`config.mk`:
```
export PLATFORM = sky130hd
export DESIGN_NAME = single_output_pwm
export DESIGN_NICKNAME = d
export VERILOG_FILES = /design/src/include/pwm_pkg.sv /design/src/rtl/quarter_clock.sv /design/src/rtl/timer_prescaler.sv /design/src/rtl/single_output_pwm.sv
export SDC_FILE = /design/constraint.sdc
export NUM_CORES = 1
export LEC_CHECK = 0
export BUFFER_PORTS_ARGS = -buffer_cell sky130_fd_sc_hd__buf_2
export CORE_MARGIN = 2
export CORE_UTILIZATION = 50
export DETAILED_ROUTE_END_ITERATION = 7
export GPL_TIMING_DRIVEN = 0
export PLACE_DENSITY = 0.85
export SKIP_CTS_REPAIR_TIMING = 1
export SLEW_MARGIN = 25
export SYNTH_ARGS = -nofsm -noshare
export SYNTH_HDL_FRONTEND = slang
export SYNTH_SLANG_ARGS = --single-unit
```
`constraint.sdc`:
```
create_clock -name clk_i -period 6.5 [get_ports clk_i]
set_input_delay 0.65 -clock clk_i [delete_from_list [all_inputs] [get_ports clk_i]]
set_output_delay 0.65 -clock clk_i [all_outputs]
set_load 0.1 [all_outputs]
```
`src/include/pwm_pkg.sv`:
```
// Package with register map, field layout and reset values of the single output PWM block.
package pwm_pkg;
    // Byte addresses of the word-aligned registers on the APB slave.
    localparam logic [7:0] addr_duty_upper_byte = 8'h00;
    localparam logic [7:0] addr_duty_shadow_byte = 8'h04;
    localparam logic [7:0] addr_unit_control = 8'h08;
    localparam logic [7:0] addr_period_register = 8'h0c;
    localparam logic [7:0] addr_period_timer = 8'h10;
    localparam logic [7:0] addr_period_timer_control = 8'h14;
    localparam logic [7:0] addr_pin_direction = 8'h18;

    // Field positions inside unit_control.
    localparam int duty_low_pos = 4;
    localparam int mode_upper_pos = 2;

    // Field positions inside period_timer_control.
    localparam int timer_on_pos = 2;
    localparam int postscale_pos = 3;

    // Values after reset.
    localparam logic [7:0] rst_byte = 8'h00;
    localparam logic [7:0] rst_period_register = 8'hff;
    localparam logic rst_pin_direction = 1'b1;

    // Mode select upper bits that pick PWM operation.
    localparam logic [1:0] mode_upper_pwm = 2'b11;

    // Prescaler selection codes and the fine count width.
    localparam logic [1:0] presc_div1 = 2'b00;
    localparam logic [1:0] presc_div4 = 2'b01;
    localparam int presc_width = 4;
    localparam int quarter_width = 2;

    // Prescaler phases of the three division factors (factor minus one).
    localparam logic [3:0] presc_last_div1 = 4'h0;
    localparam logic [3:0] presc_last_div4 = 4'h3;
    localparam logic [3:0] presc_last_div16 = 4'hf;
endpackage

```
`src/rtl/quarter_clock.sv`:
```
// Internal quarter-cycle clock: one increment strobe every four oscillator periods.
`timescale 1ns/1ps
module quarter_clock
    import pwm_pkg::*;
(
    input wire logic clk_i,
    input wire logic rst_i,
    output logic [1:0] phase_o,
    output logic tick_o
);
    // Free-running two-bit phase counter, wraps every four clocks.
    always_ff @(posedge clk_i)
    begin
        if (rst_i)
        begin
            phase_o <= 2'h0;
        end
        else
        begin
            phase_o <= phase_o + 2'h1;
        end
    end

    // The instruction cycle ends on the last quarter.
    assign tick_o = (phase_o == 2'h3);
endmodule

```
`src/rtl/timer_prescaler.sv`:
```
// Period timer prescaler dividing the instruction-cycle strobe by one, four or sixteen.
`timescale 1ns/1ps
module timer_prescaler
    import pwm_pkg::*;
(
    input wire logic clk_i,
    input wire logic rst_i,
    input wire logic run_i,
    input wire logic tick_i,
    input wire logic [1:0] select_i,
    output logic [3:0] count_o,
    output logic inc_o
);
    logic [3:0] last;

    // Selected division factor minus one; both codes 1x divide by sixteen.
    always_comb
    begin
        case (select_i)
            presc_div1: last = presc_last_div1;
            presc_div4: last = presc_last_div4;
            default: last = presc_last_div16;
        endcase
    end

    // Counter is cleared while the timer is off so each start is clean.
    always_ff @(posedge clk_i)
    begin
        if (rst_i || !run_i)
        begin
            count_o <= 4'h0;
        end
        else if (tick_i)
        begin
            count_o <= (count_o >= last) ? 4'h0 : count_o + 4'h1;
        end
    end

    assign inc_o = run_i && tick_i && (count_o >= last);
endmodule

```
`src/rtl/single_output_pwm.sv`:
```
// Single output PWM unit with period timer, double-buffered duty value and APB registers.
// Operation
// (RULE1) Output pin carries up to 10-bit PWM.
// (RULE2) Software clears direction bit to drive pin.
// (RULE3) Zero control register forces output latch low.
// (RULE4) Period register sets PWM period.
// (RULE5) Timer clears after matching period register.
// (RULE6) Pin set at period start unless 0%.
// (RULE7) Duty copied to shadow at boundary.
// (RULE8) Postscaler does not affect PWM frequency.
// (RULE9) Duty byte high, control bits 5:4 low.
// (RULE10) High time equals duty times prescaled oscillator.
// (RULE11) Duty writes anytime, used next period.
// (RULE12) Shadow byte read-only in PWM mode.
// (RULE13) Shadow plus 2-bit latch double-buffer duty.
// (RULE14) Clear output when shadow matches extended timer.
// (RULE15) Duty beyond period never clears output.
// (RULE16) Prescaler divides by one, four, sixteen.
// (RULE17) Period is (register+1) times 4 times prescale.
// (RULE18) Mode upper bits 11 select PWM.
// (RULE19) Software sets registers in documented order.
//
// Design decisions made here: the register addresses and register access over APB.
`timescale 1ns/1ps
module single_output_pwm
    import pwm_pkg::*;
(
    input wire logic clk_i,
    input wire logic rst_i,
    input wire logic psel_i,
    input wire logic penable_i,
    input wire logic pwrite_i,
    input wire logic [7:0] paddr_i,
    input wire logic [31:0] pwdata_i,
    output logic [31:0] prdata_o,
    output logic pready_o,
    output logic pslverr_o,
    output logic pwm_o,
    output logic pwm_oe_n_o,
    output logic period_match_o
);
    logic [7:0] duty_upper_byte;
    logic [7:0] duty_shadow_byte;
    logic [1:0] duty_shadow_low;
    logic [7:0] unit_control;
    logic [7:0] period_register;
    logic [7:0] period_timer;
    logic [6:0] period_timer_control;
    logic pin_direction_bit;
    logic output_latch;
    logic [3:0] postscale_count;
    logic wr_en;
    logic rd_en;
    logic addr_ok;
    logic pwm_mode;
    logic timer_run;
    logic [1:0] q_phase;
    logic q_tick;
    logic [3:0] presc_count;
    logic timer_inc;
    logic at_period;
    logic period_start;
    logic [9:0] duty_next;
    logic [9:0] duty_active;
    logic [1:0] fine_bits;
    logic [9:0] timer_extended;
    logic duty_match;
    logic fine_step;
    logic [9:0] next_extended;
    logic [31:0] next_prdata;

    // APB access decode; every access completes in its first access cycle.
    assign wr_en = psel_i && penable_i && pwrite_i;
    assign rd_en = psel_i && penable_i && !pwrite_i;
    assign pready_o = 1'b1;

    // Only the seven word addresses of the map are decoded; anything else answers with an error.
    always_comb
    begin
        case (paddr_i)
            addr_duty_upper_byte: addr_ok = 1'h1;
            addr_duty_shadow_byte: addr_ok = 1'h1;
            addr_unit_control: addr_ok = 1'h1;
            addr_period_register: addr_ok = 1'h1;
            addr_period_timer: addr_ok = 1'h1;
            addr_period_timer_control: addr_ok = 1'h1;
            addr_pin_direction: addr_ok = 1'h1;
            default: addr_ok = 1'h0;
        endcase
    end
    assign pslverr_o = psel_i && penable_i && !addr_ok;

    // (RULE18) PWM mode select
    assign pwm_mode = (unit_control[mode_upper_pos +: 2] == mode_upper_pwm);
    assign timer_run = period_timer_control[timer_on_pos];

    // Instruction-cycle strobe that also supplies the two fine duty bits at divide by one.
    quarter_clock u_quarter_clock (
        .clk_i(clk_i),
        .rst_i(rst_i),
        .phase_o(q_phase),
        .tick_o(q_tick)
    );

    // (RULE16) Prescaler one four sixteen
    timer_prescaler u_timer_prescaler (
        .clk_i(clk_i),
        .rst_i(rst_i),
        .run_i(timer_run),
        .tick_i(q_tick),
        .select_i(period_timer_control[1:0]),
        .count_o(presc_count),
        .inc_o(timer_inc)
    );

    // (RULE5) Match clears on next increment
    assign at_period = (period_timer == period_register);
    assign period_start = timer_inc && at_period;
    assign period_match_o = period_start;

    // Period timer; a software write loads it directly.
    // (RULE4) Period from period register
    // (RULE17) Period is register plus one
    always_ff @(posedge clk_i)
    begin
        if (rst_i)
        begin
            period_timer <= rst_byte;
        end
        else if (wr_en && paddr_i == addr_period_timer)
        begin
            period_timer <= pwdata_i[7:0];
        end
        else if (period_start)
        begin
            period_timer <= rst_byte;
        end
        else if (timer_inc)
        begin
            period_timer <= period_timer + 8'h01;
        end
    end

    // (RULE8) Postscaler counts only, never steers period
    always_ff @(posedge clk_i)
    begin
        if (rst_i)
        begin
            postscale_count <= 4'h0;
        end
        else if (period_start)
        begin
            postscale_count <= (postscale_count == period_timer_control[postscale_pos +: 4]) ?
                4'h0 : postscale_count + 4'h1;
        end
    end

    // Duty byte; software may rewrite it at any time because the output reads it only at the period boundary, when the shadow copy loads.
    // (RULE11) Duty writes accepted anytime
    always_ff @(posedge clk_i)
    begin
        if (rst_i)
        begin
            duty_upper_byte <= rst_byte;
        end
        else if (wr_en && paddr_i == addr_duty_upper_byte)
        begin
            duty_upper_byte <= pwdata_i[7:0];
        end
    end

    // Control byte; the two top bits are not implemented and read as zero.
    // (RULE11) Low duty bits accepted anytime
    always_ff @(posedge clk_i)
    begin
        if (rst_i)
        begin
            unit_control <= rst_byte;
        end
        else if (wr_en && paddr_i == addr_unit_control)
        begin
            unit_control <= {2'h0, pwdata_i[5:0]};
        end
    end

    // Period register; a new value takes part in the very next comparison with the timer.
    always_ff @(posedge clk_i)
    begin
        if (rst_i)
        begin
            period_register <= rst_period_register;
        end
        else if (wr_en && paddr_i == addr_period_register)
        begin
            period_register <= pwdata_i[7:0];
        end
    end

    // Timer control: prescaler select, run bit and postscaler field.
    always_ff @(posedge clk_i)
    begin
        if (rst_i)
        begin
            period_timer_control <= 7'h00;
        end
        else if (wr_en && paddr_i == addr_period_timer_control)
        begin
            period_timer_control <= pwdata_i[6:0];
        end
    end

    // Direction bit; it leaves reset set so the pin stays released until software claims it.
    always_ff @(posedge clk_i)
    begin
        if (rst_i)
        begin
            pin_direction_bit <= rst_pin_direction;
        end
        else if (wr_en && paddr_i == addr_pin_direction)
        begin
            pin_direction_bit <= pwdata_i[0];
        end
    end

    // (RULE9) Ten-bit duty composition
    assign duty_next = {duty_upper_byte, unit_control[duty_low_pos +: 2]};

    // Shadow byte and hidden low latch; in PWM mode loading only at the boundary avoids mid-period glitches.
    always_ff @(posedge clk_i)
    begin
        if (rst_i)
        begin
            duty_shadow_byte <= rst_byte;
            duty_shadow_low <= 2'b00;
        end
        // (RULE7) Latch duty at boundary
        // (RULE13) Shadow double-buffer
        else if (pwm_mode && period_start)
        begin
            duty_shadow_byte <= duty_next[9:2];
            duty_shadow_low <= duty_next[1:0];
        end
        // (RULE12) Shadow read-only in PWM
        else if (!pwm_mode && wr_en && paddr_i == addr_duty_shadow_byte)
        begin
            duty_shadow_byte <= pwdata_i[7:0];
        end
    end
    assign duty_active = {duty_shadow_byte, duty_shadow_low};

    // Fine bits count in the unit of one prescaled clock, so one duty step is one prescaled oscillator period.
    // At divide by sixteen the low prescaler bits only pace the fine bits, which step every fourth tick.
    // (RULE14) Extended timer comparison
    always_comb
    begin
        case (period_timer_control[1:0])
            presc_div1:
            begin
                fine_bits = q_phase;
                fine_step = 1'h1;
            end
            presc_div4:
            begin
                fine_bits = presc_count[1:0];
                fine_step = q_tick;
            end
            default:
            begin
                fine_bits = presc_count[3:2];
                fine_step = q_tick && (presc_count[1:0] == 2'h3);
            end
        endcase
    end
    assign timer_extended = {period_timer, fine_bits};
    assign next_extended = timer_extended + 10'h001;

    // The latch is a register, so it is cleared on the edge that moves the count onto the duty value;
    // comparing the present count instead would stretch every pulse by one duty step.
    assign duty_match = fine_step && (duty_active == next_extended);

    // Output latch; a stale duty above the period is never matched so the pin stays high.
    always_ff @(posedge clk_i)
    begin
        if (rst_i)
        begin
            output_latch <= 1'b0;
        end
        // (RULE3) Zero control forces low
        else if (unit_control == rst_byte)
        begin
            output_latch <= 1'b0;
        end
        else if (!pwm_mode)
        begin
            output_latch <= 1'b0;
        end
        // (RULE6) Set at start unless 0%
        else if (period_start)
        begin
            output_latch <= (duty_next != 10'h000);
        end
        // (RULE10) High time from duty
        // (RULE15) Overlong duty never clears
        else if (timer_run && duty_match)
        begin
            output_latch <= 1'b0;
        end
    end

    // (RULE1) Pin output
    // (RULE2) Direction bit gates drive
    assign pwm_o = output_latch;
    assign pwm_oe_n_o = pin_direction_bit;

    // Read mux, registered so read data is stable in the access phase's following cycle.
    always_comb
    begin
        next_prdata = 32'h0000_0000;
        case (paddr_i)
            addr_duty_upper_byte: next_prdata[7:0] = duty_upper_byte;
            addr_duty_shadow_byte: next_prdata[7:0] = duty_shadow_byte;
            addr_unit_control: next_prdata[7:0] = unit_control;
            addr_period_register: next_prdata[7:0] = period_register;
            addr_period_timer: next_prdata[7:0] = period_timer;
            addr_period_timer_control: next_prdata[6:0] = period_timer_control;
            addr_pin_direction: next_prdata[0] = pin_direction_bit;
            default: next_prdata = 32'h0000_0000;
        endcase
    end

    // Data is captured in the setup cycle so it is valid during the access phase.
    always_ff @(posedge clk_i)
    begin
        if (rst_i)
        begin
            prdata_o <= 32'h0000_0000;
        end
        else if (psel_i && !penable_i && !pwrite_i)
        begin
            prdata_o <= next_prdata;
        end
        else if (rd_en)
        begin
            prdata_o <= prdata_o;
        end
    end
endmodule

```
==> summary.md <==
| Metric | Value |
|---|---|
| Status | finished clean |
| Port Buffer Count | 29 |
| Fin nets | 573 |
| Initial Util | 0.522 |
| Multi-input logic area | 2280 um^2 |
| Worst hold path class | reg -> reg |
| Crit start category | register |
| Rel. slew slack | 0.500 |
| Initial antenna violation count | 0 |
| Die height | 91.2 um |
| Clock root cell | clkbuf_8 |
| Cells after synthesis | 457 |
| Hold Vio Cnt, Final | 0 |
| Post-synth cell types | 57 |
| Unrepaired setup endpoints after global routing | false |
| CP required | 5850 ps |
| Via/cell ratio | 5.83 |
| Sw power | 293 uW |
| Clock share of power | 0.390 |
| Fin. max-slew vios | 0 |
| Die ar. | 8320 um^2 |
| Critical path capture point type | output pin |
| Crit-path max FO | 10 |
| Ports | 82 |
| ANT nets after route | 0 |
| Power per cell area | 204 nW/um^2 |
| Hold_sp | u_quarter_clock.phase_o[0] |
| Number of fill cells in the layout | 691 |
| Int Pwr | 597 uW |
| Clock Latency Late Sink | 350 ps |
| Hold endpoint | u_quarter_clock.phase_o[0] |
| Share of the synthesized area in the top cell type | 0.332 |
| Drt wl/cell | 17.6 um |
| Number of synthesized flops with an enable pin | 0 |
| Initial drt markers | 371 |
| Hold Path Cell Cnt | 1 |
| Avg Inst Size Synth | 8.32 um^2 |
| Final worst slack | 3100 ps |
| Cts bufs inserted | 9 |
| Synth area leaders | dfxtp_1 33%, mux2i_1 6.3%, a21oi_1 5.1% |
| Cell taking the most area after synthesis | dfxtp_1 |
| Vias | 3,637 |
| Register area share after synthesis | 0.332 |
| Number of max-cap violations | 0 |
| Remaining Overflow, GRT | 0 |
| Dominant synthesized flop cell | dfxtp_1 |
| Kind of critical path | reg -> out |
| Final Routed Wirelength | 11,000 um |
| Setup TNS | 0 ps |
| Gate power share | 0.170 |
| Gr usage total | 0.271 |
| Share of layout cells above drive strength 1 | 0.190 |
| Ys Warns | 0 |
| Mapped cell area | 3800 um^2 |
| FF-to-FF path depth | 10 |
| Post-synth ARST share | 0 |
| Register clock-pin slew on the reported worst setup and hold paths | 70 ps |
| Pin count of the biggest net entering global routing | 13 |
| Hpwl dp | 8270 um |
| Initial DRT Pass Iterations | 5 |
| Fmax | 0.294 GHz |
| GPL Wtd Cong | 0.991 |
| CTS tree | yes |
| Die Wd | 91.2 um |
| Final setup fails | 0 |
| CTS Buffer Depth | 2 |
| Sequential share of power | 0.440 |
| Worst-Margin Slew | 749 ps |
| # H-tree levels | 3 |
| Core area | 7290 um^2 |
| Util after Layout | 0.597 |
| Number of global-route vias before repair | 3,409 |
| Reg-to-reg critical path startpoint | period_timer_control[0] |
| LEAKAGE | 0.00169 uW |
| Final cycle utilization of the critical path | 0.523 |
| Max Clock Skew | 14.7 ps |
| Seq cells post-synth | 63 |
| Arr. time, crit path | 2750 ps |
| Ant diodes | 0 |
| Peak supply drop | 0.128 mV |
| Final min period | 3400 ps |
| DR DRC count | 0 |
| Most frequent cells in the layout | 63 x dfxtp_1, 42 x nor2_1, 42 x buf_2 |
| First-pass GRT wire length | 17,700 um |
| Worst r2r dst | pwm_o |
| Worst reg-to-reg setup slack | 3970 ps |
| Switch share | 0.329 |
| FF/Latch Area | 1260 um^2 |
| Post-Place Worst Slack | 3500 ps |
| Most common cell after layout, fill and taps aside | dfxtp_1 |
| CTS sink count | 63 |
| Area added between synthesis and finish | 14.5% |
| Placement Rows | 31 |
==> state kept, by name (all words and copies together) (netlist names) <==
name / cells
duty_shadow_byte: 8
duty_upper_byte: 8
period_register: 8
period_timer: 8
prdata_o: 8
period_timer_control: 7
unit_control: 6
u_timer_prescaler.count_o: 4
duty_shadow_low: 2
u_quarter_clock.phase_o: 2
pwm_o: 1
pwm_oe_n_o: 1
==> cells by family (layout without fill, tap and decap cells) <==
logic type,Yosys count,after routing,synth area share
mux,26,26,0.0720
simple gates,173,173,0.239
flops,63,63,0.332
buf+inv,60,105,0.0921
other cells,2,25,0.00197
compound gates,100,100,0.179
xor+xnor,25,25,0.0576
fa+ha+maj,8,8,0.0263
==> cell usage after synthesis, types with 9 or more instances <==
cell type  number
dfxtp_1        63
nor2_1         42
nand2_1        40
a21oi_1        39
buf_4          25
mux2i_1        24
nand3_1        21
clkbuf_1       14
xor2_1         14
buf_2          13
and3_1         12
xnor2_1        11
a211oi_1       10
a22oi_1         9
nor3_1          9
==> final cells by class <==
type                       instances  share of cell area
tap                               99              0.0284
multi-input combinational        357               0.523
buffer                            54              0.0753
timing repair buffer              29              0.0333
inverter                           6             0.00517
clock inverter                     7              0.0167
sequential                        63               0.290
clock buffer                       9              0.0284
==> critical path, cell delays in order, from the launching register on <==
cell	delay (ps)
dfxtp_1	410
nor2_1	260
inv_1	70
ha_1	270
nand2b_1	140
a2111oi_4	90
or3_1	370
buf_6	160
nor2_1	180
buf_2	470
==> through the flow <==
step	total power [uW]	cells	hold slack, ps	area, um^2
4_1_cts	886	624	455	4360
6_report	889	624	449	4360
3_3_place_gp	549	608	429	4160
3_5_place_dp	550	608	439	4160
5_1_grt	910	624	496	4360
2_1_floorplan	525	480	417	3890
==> power groups by stage <==
stage	sequential [uW]	combinational [uW]	clock [uW]
2_1_floorplan	417	108	0
3_3_place_gp	400	149	0
3_5_place_dp	400	150	0
4_1_cts	391	150	345
5_1_grt	392	158	360
6_report	391	152	346
==> per-layer routing <==
layer / share of wire / wire length (um) / vias up / global-route usage
met5: 0 / 0 / - / 0
met4: 0.038 / 422 / 0 / 0.138
met3: 0.10 / 1150 / 48 / 0.0531
met2: 0.44 / 4880 / 206 / 0.412
met1: 0.41 / 4550 / 1665 / 0.366
li1: - / - / 1718 / -
==> how the worst max path moves through the flow <==
| stage | start | to | slack (ps) |
|---|---|---|---|
| floorplan | period_timer_control[0] | period_match_o | 3020 |
| global placement | period_timer_control[0] | period_match_o | 3560 |
| detailed placement | period_timer_control[0] | period_match_o | 3500 |
| CTS | period_timer_control[0] | period_match_o | 3130 |
| global route | period_timer_control[0] | period_match_o | 3010 |
| finish | period_timer_control[0] | period_match_o | 3100 |
(Power assumes the default switching activity.)
